File: src/hdl/wis_regs.vh
// wis_regs.vh: offsets, fields, defaults and timing of the settings block
// assumes a 40 MHz sys_clk and a 32-bit AXI4-Lite register port
`ifndef WIS_REGS_VH
`define WIS_REGS_VH
`define WIS_CLK_HZ     40000000
`define WIS_BAUD_1200  1200
`define WIS_BAUD_2400  2400
`define WIS_BAUD_4800  4800
`define WIS_BAUD_9600  9600
`define WIS_STILL_SEC  2
`define WIS_MIN_SEC    11'd60
// auto-off choices in minutes
`define WIS_OFF_M1     11'd3
`define WIS_OFF_M2     11'd5
`define WIS_OFF_M3     11'd10
`define WIS_OFF_M4     11'd20
`define WIS_OFF_M5     11'd30
// register byte offsets
`define WIS_OFS_CTRL   8'h00
`define WIS_OFS_IDENT  8'h04
`define WIS_OFS_FEED   8'h08
`define WIS_OFS_MENU   8'h0C
`define WIS_OFS_ZERO   8'h10
`define WIS_OFS_SPAN   8'h14
`define WIS_OFS_STAT   8'h18
// reset values and limits of control, ident and feed
`define WIS_CTRL_RST   32'h00000120
`define WIS_CTRL_MASK  32'h00077F7F
`define WIS_IDENT_RST  18'h1E240
`define WIS_IDENT_MAX  18'h30D3F
`define WIS_FEED_RST   7'h05
`define WIS_FEED_MAX   7'h63
// menu entry codes and the down bit
`define WIS_ENT_ZCAL   3'h1
`define WIS_ENT_SCAL   3'h2
`define WIS_ENT_VIEW   3'h3
`define WIS_ENT_DFLT   3'h6
`define WIS_ENT_SEG    3'h7
`define WIS_MENU_DOWN  8
// framing codes, line-end characters and AXI response codes
`define WIS_FR_8N      2'h0
`define WIS_FR_7O      2'h1
`define WIS_FR_7E      2'h2
`define WIS_CHAR_CR    8'h0D
`define WIS_CHAR_LF    8'h0A
`define WIS_RESP_OK    2'h0
`define WIS_RESP_ERR   2'h2
`endif

File: src/hdl/wis_top.v
// wis_top.v: weigh indicator settings, menu actions and serial sender
// assumes synchronous inputs and one-cycle pulses on the key inputs
`timescale 1ns/1ps
`include "wis_regs.vh"
module wis_top #(
  parameter SEC_CYCLES = `WIS_CLK_HZ,
  parameter SEG_CYCLES = `WIS_CLK_HZ,
  parameter WW         = 24
) (
  // clock and reset
  input  wire          sys_clk,
  input  wire          rst_n,
  // axi4-lite slave
  input  wire [7:0]    s_axi_awaddr,
  input  wire          s_axi_awvalid,
  output reg           s_axi_awready,
  input  wire [31:0]   s_axi_wdata,
  input  wire [3:0]    s_axi_wstrb,
  input  wire          s_axi_wvalid,
  output reg           s_axi_wready,
  output reg  [1:0]    s_axi_bresp,
  output reg           s_axi_bvalid,
  input  wire          s_axi_bready,
  input  wire [7:0]    s_axi_araddr,
  input  wire          s_axi_arvalid,
  output reg           s_axi_arready,
  output reg  [31:0]   s_axi_rdata,
  output reg  [1:0]    s_axi_rresp,
  output reg           s_axi_rvalid,
  input  wire          s_axi_rready,
  // scale side
  input  wire [WW-1:0] weight_value,
  input  wire          motion,
  input  wire          print_req,
  input  wire          unit_change_key,
  input  wire          key_activity,
  input  wire          zero_cal_done,
  input  wire          span_cal_done,
  input  wire [WW-1:0] cal_capture,
  // display and control
  output reg  [WW-1:0] display_weight,
  output reg  [2:0]    point_position,
  output reg  [1:0]    increment_select,
  output reg           unit_sel,
  output reg           segment_test,
  output reg           zero_cal_start,
  output reg           span_cal_start,
  output reg           cal_view_on,
  output reg           power_off,
  output reg           standstill,
  output reg           hold_active,
  // serial line
  output reg           txd
);

localparam TX_IDLE = 1'b0;
localparam TX_SHIFT = 1'b1;

////////////////////////////////////////////////////////////////////////
// register file
reg  [31:0]   ctrl;
reg  [17:0]   ident;
reg  [6:0]    feed;
reg  [2:0]    entry;
reg           restore_arm;
reg  [WW-1:0] zero_val;
reg  [WW-1:0] span_val;
reg           zero_ok;
reg           span_ok;
reg  [7:0]    wa;
reg  [31:0]   wd;
reg  [3:0]    ws;
reg           wa_ok;
reg           wd_ok;
reg  [31:0]   next_wr;
reg           do_restore;
reg  [31:0]   rd_mux;
reg           rd_hit;
reg           tx_busy;

wire          do_wr = wa_ok & wd_ok & ~s_axi_bvalid;
wire          down  = do_wr & (wa == `WIS_OFS_MENU) & ws[1]
                      & wd[`WIS_MENU_DOWN];

function [31:0] merge;
  input [31:0] old;
  input [31:0] nw;
  input [3:0]  st;
  integer      i;
  begin
    merge = old;
    for (i = 0; i < 4; i = i + 1)
      if (st[i])
        merge[i*8 +: 8] = nw[i*8 +: 8];
  end
endfunction

always @* begin
  next_wr    = 32'h00000000;
  do_restore = down & (entry == `WIS_ENT_DFLT) & restore_arm;
  if (wa == `WIS_OFS_CTRL)
    next_wr = merge(ctrl, wd, ws);
  else if (wa == `WIS_OFS_IDENT)
    next_wr = merge({14'h0000, ident}, wd, ws);
  else if (wa == `WIS_OFS_FEED)
    next_wr = merge({25'h0000000, feed}, wd, ws);
  else if (wa == `WIS_OFS_ZERO)
    next_wr = merge({8'h00, zero_val}, wd, ws);
  else if (wa == `WIS_OFS_SPAN)
    next_wr = merge({8'h00, span_val}, wd, ws);
end

always @(posedge sys_clk) begin
  if (!rst_n) begin
    s_axi_awready <= 1'b0;
    s_axi_wready  <= 1'b0;
    s_axi_bvalid  <= 1'b0;
    s_axi_bresp   <= `WIS_RESP_OK;
    wa_ok <= 1'b0;
    wd_ok <= 1'b0;
    wa    <= 8'h00;
    wd    <= 32'h00000000;
    ws    <= 4'h0;
  end else begin
    s_axi_awready <= ~wa_ok & ~s_axi_awready & s_axi_awvalid;
    s_axi_wready  <= ~wd_ok & ~s_axi_wready & s_axi_wvalid;
    if (s_axi_awvalid & s_axi_awready) begin
      wa_ok <= 1'b1;
      wa    <= s_axi_awaddr;
    end
    if (s_axi_wvalid & s_axi_wready) begin
      wd_ok <= 1'b1;
      wd    <= s_axi_wdata;
      ws    <= s_axi_wstrb;
    end
    if (do_wr) begin
      wa_ok        <= 1'b0;
      wd_ok        <= 1'b0;
      s_axi_bvalid <= 1'b1;
      s_axi_bresp  <= (wa[7:5] == 3'h0 && wa[1:0] == 2'h0 &&
                       wa != `WIS_OFS_STAT) ? `WIS_RESP_OK : `WIS_RESP_ERR;
    end else if (s_axi_bready)
      s_axi_bvalid <= 1'b0;
  end
end

// settings storage; restore wins over any write in the same cycle
always @(posedge sys_clk) begin
  if (!rst_n || do_restore) begin
    ctrl        <= `WIS_CTRL_RST;
    ident       <= `WIS_IDENT_RST;
    feed        <= `WIS_FEED_RST;
    entry       <= 3'h0;
    restore_arm <= 1'b0;
  end else if (do_wr) begin
    if (wa == `WIS_OFS_CTRL)
      ctrl <= next_wr & `WIS_CTRL_MASK;
    if (wa == `WIS_OFS_IDENT && next_wr <= {14'h0000, `WIS_IDENT_MAX})
      ident <= next_wr[17:0];
    if (wa == `WIS_OFS_FEED && next_wr <= {25'h0000000, `WIS_FEED_MAX})
      feed <= next_wr[6:0];
    if (wa == `WIS_OFS_MENU && ws[0]) begin
      entry       <= wd[2:0];
      restore_arm <= 1'b0;
    end
    if (down && entry == `WIS_ENT_DFLT)
      restore_arm <= 1'b1;
  end
end

// calibration store: captured or keyed-in values
always @(posedge sys_clk) begin
  if (!rst_n) begin
    zero_val <= {WW{1'b0}};
    span_val <= {WW{1'b0}};
    zero_ok  <= 1'b0;
    span_ok  <= 1'b0;
  end else begin
    if (zero_cal_done) begin
      zero_val <= cal_capture;
      zero_ok  <= 1'b1;
    end else if (do_wr && wa == `WIS_OFS_ZERO) begin
      zero_val <= next_wr[WW-1:0];
      zero_ok  <= 1'b1;
    end
    if (span_cal_done) begin
      span_val <= cal_capture;
      span_ok  <= 1'b1;
    end else if (do_wr && wa == `WIS_OFS_SPAN && next_wr[WW-1:0] != 0) begin
      span_val <= next_wr[WW-1:0]; // zero span refused
      span_ok  <= 1'b1;
    end
  end
end

always @* begin
  rd_hit = 1'b1;
  rd_mux = 32'h00000000;
  if (s_axi_araddr == `WIS_OFS_CTRL)
    rd_mux = ctrl;
  else if (s_axi_araddr == `WIS_OFS_IDENT)
    rd_mux = {14'h0000, ident};
  else if (s_axi_araddr == `WIS_OFS_FEED)
    rd_mux = {25'h0000000, feed};
  else if (s_axi_araddr == `WIS_OFS_MENU)
    rd_mux = {28'h0000000, restore_arm, entry};
  else if (s_axi_araddr == `WIS_OFS_ZERO)
    rd_mux = {8'h00, zero_val};
  else if (s_axi_araddr == `WIS_OFS_SPAN)
    rd_mux = {8'h00, span_val};
  else if (s_axi_araddr == `WIS_OFS_STAT)
    rd_mux = {25'h0000000, zero_ok & span_ok, segment_test, power_off,
              tx_busy, hold_active, standstill};
  else
    rd_hit = 1'b0;
end

always @(posedge sys_clk) begin
  if (!rst_n) begin
    s_axi_arready <= 1'b0;
    s_axi_rvalid  <= 1'b0;
    s_axi_rdata   <= 32'h00000000;
    s_axi_rresp   <= `WIS_RESP_OK;
  end else begin
    s_axi_arready <= ~s_axi_rvalid & ~s_axi_arready & s_axi_arvalid;
    if (s_axi_arvalid & s_axi_arready) begin
      s_axi_rvalid <= 1'b1;
      s_axi_rdata  <= rd_mux;
      s_axi_rresp  <= rd_hit ? `WIS_RESP_OK : `WIS_RESP_ERR;
    end else if (s_axi_rready)
      s_axi_rvalid <= 1'b0;
  end
end

////////////////////////////////////////////////////////////////////////
// menu actions, unit key, display settings
reg [31:0] seg_cnt;

always @(posedge sys_clk) begin
  if (!rst_n) begin
    zero_cal_start   <= 1'b0;
    span_cal_start   <= 1'b0;
    cal_view_on      <= 1'b0;
    segment_test     <= 1'b0;
    seg_cnt          <= 32'h00000000;
    unit_sel         <= 1'b0;
    point_position   <= 3'h0;
    increment_select <= 2'h0;
  end else begin
    zero_cal_start   <= down & (entry == `WIS_ENT_ZCAL);
    span_cal_start   <= down & (entry == `WIS_ENT_SCAL);
    point_position   <= ctrl[4:2];
    increment_select <= ctrl[1:0];
    if (down && entry == `WIS_ENT_VIEW)
      cal_view_on <= 1'b1;
    else if (do_wr && wa == `WIS_OFS_MENU)
      cal_view_on <= 1'b0;
    if (down && entry == `WIS_ENT_SEG) begin
      segment_test <= 1'b1;
      seg_cnt      <= SEG_CYCLES - 1;
    end else if (seg_cnt != 0)
      seg_cnt <= seg_cnt - 32'h00000001;
    else
      segment_test <= 1'b0;
    if (unit_change_key && ctrl[5])
      unit_sel <= ~unit_sel;
  end
end

////////////////////////////////////////////////////////////////////////
// standstill, hold and auto power-off
reg [31:0] still_cnt;
reg [31:0] sec_cnt;
reg [10:0] idle_sec;
reg [10:0] off_limit;
reg [WW-1:0] held;

always @* begin
  case (ctrl[18:16])
    3'h1:    off_limit = `WIS_OFF_M1 * `WIS_MIN_SEC;
    3'h2:    off_limit = `WIS_OFF_M2 * `WIS_MIN_SEC;
    3'h3:    off_limit = `WIS_OFF_M3 * `WIS_MIN_SEC;
    3'h4:    off_limit = `WIS_OFF_M4 * `WIS_MIN_SEC;
    3'h5:    off_limit = `WIS_OFF_M5 * `WIS_MIN_SEC;
    default: off_limit = 11'h000;
  endcase
end

always @(posedge sys_clk) begin
  if (!rst_n) begin
    still_cnt      <= 32'h00000000;
    standstill     <= 1'b0;
    hold_active    <= 1'b0;
    held           <= {WW{1'b0}};
    display_weight <= {WW{1'b0}};
    sec_cnt        <= 32'h00000000;
    idle_sec       <= 11'h000;
    power_off      <= 1'b0;
  end else begin
    if (motion) begin
      still_cnt  <= 32'h00000000;
      standstill <= 1'b0;
    end else if (still_cnt == `WIS_STILL_SEC * SEC_CYCLES - 1)
      standstill <= 1'b1;
    else
      still_cnt <= still_cnt + 32'h00000001;
    if (!ctrl[6])
      hold_active <= 1'b0;
    else if (!hold_active && standstill && weight_value != 0) begin
      hold_active <= 1'b1;
      held        <= weight_value;
    end else if (hold_active && {weight_value, 1'b0} <= {1'b0, held})
      hold_active <= 1'b0;
    display_weight <= hold_active ? held : weight_value;
    if (key_activity || motion || off_limit == 0) begin
      sec_cnt  <= 32'h00000000;
      idle_sec <= 11'h000;
    end else if (sec_cnt == SEC_CYCLES - 1) begin
      sec_cnt  <= 32'h00000000;
      idle_sec <= idle_sec + 11'h001;
    end else
      sec_cnt <= sec_cnt + 32'h00000001;
    if (off_limit != 0 && idle_sec >= off_limit)
      power_off <= 1'b1;
  end
end

////////////////////////////////////////////////////////////////////////
// serial sender: message bytes and character shifter
reg        tx_st;
reg [9:0]  shreg;
reg [3:0]  bit_n;
reg [15:0] baud_cnt;
reg [15:0] baud_div;
reg [1:0]  frame_act;
reg [2:0]  msg_idx;
reg [6:0]  lf_left;
reg [7:0]  ch;
reg        par;
reg [23:0] wsnap;
reg        ticket;
wire       id_on = ctrl[13] & ctrl[14];

function [15:0] div_of;
  input [1:0] sel;
  integer     d;
  begin
    case (sel)
      2'h0:    d = `WIS_CLK_HZ / `WIS_BAUD_1200;
      2'h1:    d = `WIS_CLK_HZ / `WIS_BAUD_2400;
      2'h2:    d = `WIS_CLK_HZ / `WIS_BAUD_4800;
      default: d = `WIS_CLK_HZ / `WIS_BAUD_9600;
    endcase
    div_of = d[15:0];
  end
endfunction

always @* begin
  case (msg_idx)
    3'h0:    ch = {6'h00, ident[17:16]};
    3'h1:    ch = ident[15:8];
    3'h2:    ch = ident[7:0];
    3'h3:    ch = wsnap[23:16];
    3'h4:    ch = wsnap[15:8];
    3'h5:    ch = wsnap[7:0];
    3'h6:    ch = `WIS_CHAR_CR;
    default: ch = `WIS_CHAR_LF;
  endcase
  par = ^ch[6:0] ^ (ctrl[11:10] == `WIS_FR_7O);
end

always @(posedge sys_clk) begin
  if (!rst_n) begin
    tx_st     <= TX_IDLE;
    txd       <= 1'b1;
    shreg     <= 10'h3FF;
    bit_n     <= 4'h0;
    baud_cnt  <= 16'h0000;
    baud_div  <= 16'h0000;
    frame_act <= `WIS_FR_8N;
    tx_busy   <= 1'b0;
    msg_idx   <= 3'h0;
    lf_left   <= 7'h00;
    wsnap     <= 24'h000000;
    ticket    <= 1'b0;
  end else begin
    case (tx_st)
      TX_IDLE: begin
        txd <= 1'b1;
        if (!tx_busy && (ctrl[12] || (print_req && standstill))) begin
          tx_busy <= 1'b1;
          wsnap   <= display_weight;
          ticket  <= ctrl[13];
          lf_left <= ctrl[13] ? feed : 7'h00;
          msg_idx <= id_on ? 3'h0 : 3'h3;
        end else if (tx_busy) begin
          // baud and framing settings are sampled only here, never mid-character
          baud_div  <= div_of(ctrl[9:8]);
          frame_act <= ctrl[11:10];
          baud_cnt  <= 16'h0000;
          bit_n     <= 4'h0;
          tx_st     <= TX_SHIFT;
          if (ctrl[11:10] == `WIS_FR_8N)
            shreg <= {1'b1, ch, 1'b0};
          else if (ctrl[11:10] == `WIS_FR_7O ||
                   ctrl[11:10] == `WIS_FR_7E)
            shreg <= {1'b1, par, ch[6:0], 1'b0};
          else
            shreg <= {2'h3, ch[6:0], 1'b0};
        end
      end
      default: begin
        txd <= shreg[0];
        if (baud_cnt == baud_div - 16'h0001) begin
          baud_cnt <= 16'h0000;
          shreg    <= {1'b1, shreg[9:1]};
          bit_n    <= bit_n + 4'h1;
          if (bit_n == 4'h9) begin
            tx_st <= TX_IDLE;
            if (msg_idx == 3'h6 && ticket && lf_left != 0)
              msg_idx <= 3'h7;
            else if (msg_idx == 3'h7 && lf_left > 7'h01)
              lf_left <= lf_left - 7'h01;
            else if (msg_idx >= 3'h6)
              tx_busy <= 1'b0;
            else
              msg_idx <= msg_idx + 3'h1;
          end
        end else
          baud_cnt <= baud_cnt + 16'h0001;
      end
    endcase
  end
end

endmodule // wis_top

File: config.mk
export PLATFORM = sky130hd
export DESIGN_NAME = wis_top
export DESIGN_NICKNAME = d
export VERILOG_FILES = /design/src/hdl/wis_top.v
export VERILOG_INCLUDE_DIRS = /design/src /design/src/hdl
export SDC_FILE = /design/constraint.sdc
export NUM_CORES = 1
export LEC_CHECK = 0
export BUFFER_PORTS_ARGS = -buffer_cell sky130_fd_sc_hd__buf_2
export CORE_UTILIZATION = 60
export CTS_CLUSTER_DIAMETER = 30
export DETAILED_ROUTE_END_ITERATION = 10
export MAX_ROUTING_LAYER = met4
export PLACE_DENSITY = 0.82
export SYNTH_ARGS = -nofsm -noshare
export SYNTH_HDL_FRONTEND = slang
export SYNTH_SLANG_ARGS = --single-unit
File: constraint.sdc
create_clock -name sys_clk -period 4.49 [get_ports sys_clk]
set_clock_uncertainty 0.05 [all_clocks]
set_input_delay 1.1225 -clock sys_clk [delete_from_list [all_inputs] [get_ports sys_clk]]
set_output_delay 1.1225 -clock sys_clk [all_outputs]
set_load 0.03 [all_outputs]
# --- Yosys cells after proc, flatten, opt, wreduce, memory -nomap -nowiden ---
# Index checks and enable logic that the tools add are counted.
op_classes:
  add_sub_neg: 9
  n_lt_le_gt_ge: 6
  n_eq_ne: 47
  n_mux: 104
  bitwise_logic: 32
  n_reduce_logical: 74
ops:
  columns: ["operator", "count"]
  rows:
  - ["two-way mux 24 bit", 11]
  - ["two-way mux 32 bit", 5]
  - ["two-way mux 8 bit", 16]
  - ["adder 32 x 1 -> 32 bit, second input constant", 2]
  - ["two-way mux 16 bit", 4]
  - ["case mux 8 bit (7 select lines)", 1]
  - ["case mux 11 bit (5 select lines)", 1]
  - ["two-way mux 26 bit", 2]
  - ["two-way mux 7 bit", 7]
  - ["case mux 16 bit (3 select lines)", 1]
  - ["nonzero test 24 bit", 2]
  - ["equality test 8 x 5 -> 1 bit, second input constant", 5]
  - ["two-way mux 10 bit", 4]
  - ["two-way mux 1 bit", 35]
  - ["equality test 32 x 26 -> 1 bit, second input constant", 1]
  - ["equality test 32 x 27 -> 1 bit, second input constant", 1]
  - ["equality test 8 x 4 -> 1 bit, second input constant", 4]
  - ["less-or-equal comparator 32 x 18 -> 1 bit, second input constant", 1]
  - ["less-or-equal comparator 32 x 7 -> 1 bit, second input constant", 1]
  - ["nonzero test 32 bit", 1]
  - ["subtractor 32 x 1 -> 32 bit, second input constant", 1]
  - ["less-or-equal comparator 25 x 24 -> 1 bit", 1]
  - ["equality test 3 bit, second input constant", 8]
  - ["logical AND 1 bit", 22]
  - ["44 further kinds", 135]
word_totals:
  ff_bits: 435
  in_bits: 113
  out_inout_bits: 79
  wordCells: 322

# --- Depth between registers and ports, before layout ---
# Gate-level depths: netlist (run 1).
logic_depth:
  word_depth: 10
  depth_mapped: 13
  ltp_nobuf: 13

# --- Worst setup path before layout (run 1) ---
# No wires, ideal clock.
synth_path:
  path_kind: "register -> register"
  start: "register wa[5]"
  end: "register span_val[10]"
  setup_ps: 72
  arrival_ps: 3118
  required_ps: 4368
  slack_ps: 1250
  stages_incl_launch_ff: 13
  path_buffers: 4
  synth_period_minus_slack_ps: 3240
  path_cell_list: "dfxtp_1 -> or4_1 -> buf_2 -> or3_1 -> buf_2 -> o221ai_2 -> a2111oi_2 -> or4_4 -> nor4_4 -> a41o_1 -> buf_6 -> buf_12 -> mux2i_1"
synth_between:
  elab_chain_len: 9
  word_cells_on_any_way: 16
  cone_classes: "4 x eq/ne; 7 x mux; 5 x reduce/logical"
synth_lines:
  columns: ["element", "line_no", "text"]
  rows:
  - ["from (decl)", "wis_top.v:70", "reg [7:0] wa;"]
  - ["from (signal assigned)", "wis_top.v:129", "wa <= s_axi_awaddr;"]
  - ["equality test 8 x 5 -> 1 bit (no source line)", null, null]
  - ["two-way mux 32 bit", "wis_top.v:109", "else if (wa == `WIS_OFS_SPAN)"]
  - ["two-way mux 32 bit", "wis_top.v:107", "else if (wa == `WIS_OFS_ZERO)"]
  - ["two-way mux 32 bit", "wis_top.v:105", "else if (wa == `WIS_OFS_FEED)"]
  - ["two-way mux 32 bit", "wis_top.v:103", "else if (wa == `WIS_OFS_IDENT)"]
  - ["two-way mux 32 bit", "wis_top.v:101", "if (wa == `WIS_OFS_CTRL)"]
  - ["nonzero test 24 bit", "wis_top.v:189", "end else if (do_wr && wa == `WIS_OFS_SPAN && next_wr[WW-1:0] != 0) begin"]
  - ["logical AND 1 bit", "wis_top.v:189", null]
  - ["nonzero test 2 bit (no source line)", null, null]
  - ["to (signal assigned)", "wis_top.v:175", "span_val <= {WW{1'b0}};"]
  - ["to (signal assigned)", "wis_top.v:187", "span_val <= cal_capture;"]
  - ["to (signal assigned)", "wis_top.v:190", "span_val <= next_wr[WW-1:0];"]
  - ["to (decl)", "wis_top.v:67", "reg [WW-1:0] span_val;"]
# Parallel ways exist; a longest one is shown, timed or not. The select of a mux whose other input is x is not followed.
# A chain may end at the register's enable or synchronous reset.

# --- Worst setup path after layout (run 1) ---
layout_path:
  start: "register wa[4]"
  end: "register span_val[16]"
# The elaborated chain is that of the path after synthesis.

==> impl_results.md, run 1 <==
- CP Data Arrival Time: 4.34 ns
- Worst rel slew slack: between 10% and 20%
- Row cnt: just under 70
- Setup violators final: 0
- Critical path's top delay family: simple AND/OR/NAND/NOR gates
- Main flop type after synthesis: dfxtp_1
- Area after DPL: 0.0222 sq mm
- WL/cell: 20.8 um
- Slew @ Worst Pin: 1.27 ns
- Max Clock Freq: ~260 MHz
- Synth Register Bits: approximately 420
- DIE WIDTH: ~190 um
- Psw: 3.21 mW
- RSZ-0062 raised after global routing: no
- Cts hold-fix bufs: 0
- GPL Wtd Cong: 1.12
- Critical path required time: 4.96 ns
- Vias in the first global route: 19500
- Post-CTS Resized: 0
- # IOs: 192
- CP max FO: 25
- Crit path buf inv count: 2
- Critical Path Stages: 10
- CP Cell Sequence: buf_4, nand2b_1, nor3_2, a21oi_1, o22ai_1, nand3_1, nor4_4, a41o_1, buf_12, mux2i_1
- Detailed Route WL: 68000 um
- Post-layout util: around three quarters
- Setup TNS: 0 ns
- Power Dens Cells: 482 mW/mm^2
- Syn Area/Cell: 8.09 sq um
- Largest area contributor in the netlist: dfxtp_1
- Cts bufs inserted: 82
- Initial core utilization: 60.8%
- Slew Limit Fails: 0
- Worst r2r dst: span_val[16]$_SDFFE_PN0P_
- ANT nets after route: 0
- Fill cells: ~2600
- Sequential Power Share: 33.8%
- Hold Crit Endpoint: sec_cnt[0]$_SDFF_PP0_
- Syn Std Cell Area: ~0.021 sq mm
- Max_cap viols: 0
- Largest net degree at the start of global routing: between 70 and 80
- Worst R2R Setup Slack: 0.62 ns
- Worst hold start: sec_cnt[0]$_SDFF_PP0_
- Dpl cells: 3119
- Clk pin slew, worst setup/hold paths: approximately 0.050 ns
- Finished layout cell area: 0.0252 sq mm
- Maximum root-to-sink buffer count: 3
- Postcts setup bufs: 0
- Htree depth: 3
- Int Pwr: 8.93 mW
- Crit-path slowest cell: nor3_2
- Vias per std cell: 6.29
- Synth Warn #: 0
- Synth top area share: 39.8%
- RR Startpoint: wa[4]$_SDFFE_PN0P_
- Crit Path Category: reg -> reg
- IO buf count: ~180
- Critical path's largest stage delay: between 0.8 and 0.9 ns
- Initial antenna violation count: 1
- DP Wirelength: roughly 47000 um
- Residual DRC: 0
- Die Footprint: roughly 0.036 sq mm
- Seq/Total Area, Yosys: around two fifths
- CP Capture Type: register
- Clock share of power: 53.9%
- Leak pwr: 9.97 nW
- Die height: about 190 um
- Final critical-path required period: 3.87 ns
- Worst-skew pair later-pin latency: 0.59 ns
- Clk sink count: 417
- Post-Synthesis Cells: 2592
- Layout area overhead: 20.1%
- Core Region: approximately 0.034 sq mm
- Top cells by area, synth: dfxtp_1, nand2_1, mux2i_1
- Layout cells sized above 1: 15.1%
- Crit path launch type: register
- Number of synthesized flops with an enable pin: 0
- Overflow after GRT: 0
- Unique masters post-synth: 84
- CTS tree: done
- Status: completed
- Drt first pass iters: 7
- Switching share of power: 26.5%
- Comb power frac: 12.3%
- Hold Violations, Final: 0
- Peak VDD IR: 0.439 mV
- WHS: 0.396 ns
- Crit share post-route: 86.3%
- Root Driver: clkbuf_16
- First-pass GRT wire length: about 110000 um
- Total number of vias: 20600
- Total GRT Usage: 38.7%
- Nets@finish: 2919
- R2R depth: 10
- First DRT Iteration DRCs: a little over 2000
- WHS Path Cells: 1
- Non-filler cells, final: roughly 3300
- Async set-reset flop share out of synthesis: 0%
- Min-delay worst type: reg -> reg
[power groups by stage]
stage | logic [mW] | clock network, mW | registers [mW]
final | 1.50 | 6.54 | 4.11
after global routing | 1.64 | 6.77 | 4.12
after CTS | 1.48 | 6.56 | 4.10
after detailed placement | 1.44 | 0 | 4.16
after global placement | 1.40 | 0 | 4.15
after floorplan | 1.05 | 0 | 4.15
[worst max-delay path by stage]
stage | start | to | slack (ns)
2_1_floorplan | wa[5]$_SDFFE_PN0P_ | span_val[10]$_SDFFE_PN0P_ | 1.25
4_1_cts | wa[5]$_SDFFE_PN0P_ | span_val[3]$_SDFFE_PN0P_ | 0.75
3_3_place_gp | wa[5]$_SDFFE_PN0P_ | span_val[21]$_SDFFE_PN0P_ | 0.93
5_1_grt | wa[4]$_SDFFE_PN0P_ | span_val[17]$_SDFFE_PN0P_ | 0.39
6_report | wa[4]$_SDFFE_PN0P_ | span_val[16]$_SDFFE_PN0P_ | 0.62
3_5_place_dp | wa[4]$_SDFFE_PN0P_ | span_val[6]$_SDFFE_PN0P_ | 0.76
[kinds of logic (layout without fill, tap and decap cells)]
| family | count (synthesis) | count (layout) | share of synthesized area (%) |
|---|---|---|---|
| and+or+nand+nor | 1045 | 1045 | 23.1 |
| AOI/OAI and AO/OA | 572 | 572 | 17.1 |
| DFF | 417 | 417 | 39.8 |
| buffers and inverters | 240 | 454 | 4.73 |
| muxes | 146 | 146 | 7.07 |
| xor gates and xnor gates | 113 | 113 | 4.72 |
| adders and majority gates | 58 | 58 | 3.46 |
| other | 1 | 11 | 0.0179 |
[synthesized netlist by cell type, drive strengths merged, types with 8 or more instances]
cell and count:
a21o 21, nor2b 23, mux2 16, nor2 295
nand2b 33, xnor2 52, o22ai 8, nor3 46
o31ai 13, a221oi 14, o211ai 24, nand4 34
nand2 373, o21a 17, inv 70, and4 8
a31oi 22, dfxtp 417, a22oi 14, ha 58
and3 28, buf 29, o21ai 99, and2 15
xor2 61, nand3 75, mux2i 130, a211oi 26
nor4 37, clkbuf 140, or4 10, a222oi 14
or3 33, a21oi 239
[per-stage QoR]
stage / setup slack [ns] / power, mW
6_report: 0.616 / 12.1
5_1_grt: 0.389 / 12.5
4_1_cts: 0.746 / 12.1
3_5_place_dp: 0.760 / 5.61
3_3_place_gp: 0.932 / 5.55
2_1_floorplan: 1.25 / 5.20
[sequential cells by signal, summed over array words and instances, names as in the netlist, 8 cells and up]
name,flops
sec_cnt,32
seg_cnt,32
still_cnt,32
wd,32
display_weight,24
held,24
s_axi_rdata,24
span_val,24
wsnap,24
zero_val,24
ident,18
ctrl,17
baud_cnt,16
idle_sec,11
baud_div,9
shreg,9
wa,8
[cell type report]
type                    instances  area, sq um  share of cell area [%]
repair buffers                232         1300                    5.18
clock inverters                55          731                    2.90
multi-input cells            1944        11700                    46.4
inverters                      71          272                    1.08
clock buffers                  96         2260                    8.98
flip-flops and latches        417         8350                    33.2
diodes                          1         2.50                 0.00994
well taps                     455          569                    2.26
[layer usage]
metal	wire, um	GRT usage (%)
met5	0	-
met4	3680	20.1
met3	5810	7.62
met2	31300	61.1
met1	27200	46.8
[cells in the final DEF, fill, tap and decap left out, types with 58 or more instances in the layout]
master,instances
o21ai_0,98
clkbuf_16,87
nor2_1,295
nand3_1,74
dfxtp_1,417
buf_2,180
nand2_1,373
ha_1,58
xor2_1,61
mux2i_1,130
inv_1,69
a21oi_1,239
[worst reg2reg max path, delay by kind of cell, from the launching register on]
kind / cells / cell delay, ns
and+or+nand+nor: 4 / 1.66
AOI/OAI and AO/OA: 3 / 0.74
buffers and inverters: 2 / 0.56
DFF: 1 / 0.54
muxes: 1 / 0.26
Note: power is estimated with default switching activity, not from simulation.
==> inputs of run 2 (changes only) <==
--- a/config.mk
+++ b/config.mk
@@ -7,7 +7,9 @@
 export NUM_CORES = 1
 export LEC_CHECK = 0
 export BUFFER_PORTS_ARGS = -buffer_cell sky130_fd_sc_hd__buf_2
+export CAP_MARGIN = 0
 export CORE_UTILIZATION = 60
+export CTS_BUF_LIST = sky130_fd_sc_hd__clkbuf_4 sky130_fd_sc_hd__clkbuf_8 sky130_fd_sc_hd__clkbuf_16
 export CTS_CLUSTER_DIAMETER = 30
 export DETAILED_ROUTE_END_ITERATION = 10
 export MAX_ROUTING_LAYER = met4
==> impl_results.md, run 2 (same netlist as run 1, synthesis figures left out) <==
- Die height: about 190 um
- Psw: 3.21 mW
- Leak pwr: ~10 nW
- DIE WIDTH: ~190 um
- Total number of vias: 20500
- Critical path's largest stage delay: 0.87 ns
- CTS tree: done
- Slew @ Worst Pin: 1.26 ns
- Total GRT Usage: 38.7%
- Worst rel slew slack: 14.7%
- Worst R2R Setup Slack: 0.55 ns
- Row cnt: just under 70
- Overflow after GRT: 0
- Initial core utilization: 60.8%
- Residual DRC: 0
- # IOs: 192
- Setup WS post-layout: 0.549 ns
- CP Capture Type: register
- Postcts setup bufs: 0
- Nets@finish: between 2000 and 3000
- WHS Path Cells: 1
- Initial antenna violation count: 1
- Root Driver: clkbuf_16
- Setup violators final: 0
- Vias per std cell: 6.27
- Crit path launch type: register
- Clk sink count: 417
- Setup TNS: 0 ns
- CP Cell Sequence: buf_4, nand2b_1, nor3_2, a21oi_1, o22ai_1, nand3_1, nor4_4, a41o_1, buf_12, mux2i_1
- Crit share post-route: between 80% and 90%
- Setup slack at placement: between 0.7 and 0.8 ns
- Int Pwr: 8.95 mW
- Switching share of power: 26.4%
- First DRT Iteration DRCs: 1949
- First-pass GRT wire length: between 100000 and 150000 um
- Commonest non-fill, non-tap cell in the layout: dfxtp_1
- Max Clock Freq: between 200 and 300 MHz
- Clock share of power: 54.0%
- Peak VDD IR: about 0.44 mV
- Dpl cells: 3119
- Hold Violations, Final: 0
- Cts bufs inserted: around 80
- WHS: between 0.3 and 0.4 ns
- Worst hold start: sec_cnt[0]$_SDFF_PP0_
- Comb power frac: 12.3%
- Power Total: 12.2 mW
- RR Startpoint: wa[4]$_SDFFE_PN0P_
- CP Data Arrival Time: 4.41 ns
- Core Region: 0.0345 sq mm
- Clk pin slew, worst setup/hold paths: 0.05 ns
- Crit Path Category: reg -> reg
- Status: completed
- Min-delay worst type: reg -> reg
- Critical path required time: around 5 ns
- RSZ-0062 raised after global routing: no
- Non-filler cells, final: 3271
- Largest net degree at the start of global routing: 79
- Critical path's top delay family: simple AND/OR/NAND/NOR gates
- Worst-skew pair later-pin latency: ~0.6 ns
- Layout area overhead: 20.1%
- Worst r2r dst: span_val[16]$_SDFFE_PN0P_
- Hold Crit Endpoint: sec_cnt[0]$_SDFF_PP0_
- Post-layout util: 73.1%
- GPL Wtd Cong: 1.12
- Cts hold-fix bufs: 0
- Final critical-path required period: 3.94 ns
- Drt first pass iters: 9
- Power Dens Cells: 483 mW/mm^2
- Area after DPL: 0.0222 sq mm
- Detailed Route WL: 67900 um
- R2R depth: 10
- Finished layout cell area: 0.0252 sq mm
- ANT nets after route: 0
- Commonest cells after routing, fill and taps aside: dfxtp_1, nand2_1, nor2_1
- Maximum root-to-sink buffer count: 3
- Max_cap viols: 0
- DP Wirelength: 47100 um
- Post-CTS Resized: 0
- Slew Limit Fails: 0
- Die Footprint: ~0.036 sq mm
- WL/cell: 20.7 um
- Sequential Power Share: 33.7%
- Crit path buf inv count: 2
- IO buf count: 181
- Htree depth: 3
- Vias in the first global route: between 15000 and 20000
- Crit-path slowest cell: nor3_2
- Layout cells sized above 1: approximately 15%
- CP max FO: 25
## run 2: layout make-up
type	instances	area [sq um]
clock buffer	96	2280
tap	455	569
clock inverter	55	731
inverter	71	272
fill	2577	9270
sequential	417	8350
antenna	1	2.50
timing repair buffer	232	1300
multi-input combinational	1944	11700
## run 2: worst max-delay path by stage
stage / from / end / slack (ns) / cells past startpoint
2_1_floorplan: wa[5]$_SDFFE_PN0P_ / span_val[10]$_SDFFE_PN0P_ / 1.25 / 12
3_3_place_gp: wa[5]$_SDFFE_PN0P_ / span_val[21]$_SDFFE_PN0P_ / 0.93 / 10
3_5_place_dp: wa[4]$_SDFFE_PN0P_ / span_val[6]$_SDFFE_PN0P_ / 0.76 / 10
4_1_cts: wa[5]$_SDFFE_PN0P_ / span_val[3]$_SDFFE_PN0P_ / 0.75 / 10
5_1_grt: wa[4]$_SDFFE_PN0P_ / span_val[17]$_SDFFE_PN0P_ / 0.39 / 10
6_report: wa[4]$_SDFFE_PN0P_ / span_val[16]$_SDFFE_PN0P_ / 0.55 / 10
## run 2: routing by layer
metal	share of wire (%)	vias to the layer above	GRT usage [%]
met1	40	9857	46.8
li1	-	9440	-
met4	5.2	0	20.0
met5	0	-	-
met2	46	981	61.0
met3	8.0	237	7.62
## run 2: power by group through the flow
stage	Combinational, mW	Clock, mW	Sequential, mW
final	1.49	6.57	4.11
after global routing	1.64	6.79	4.12
after CTS	1.48	6.59	4.10
after detailed placement	1.44	0	4.16
after global placement	1.40	0	4.15
after floorplan	1.05	0	4.15
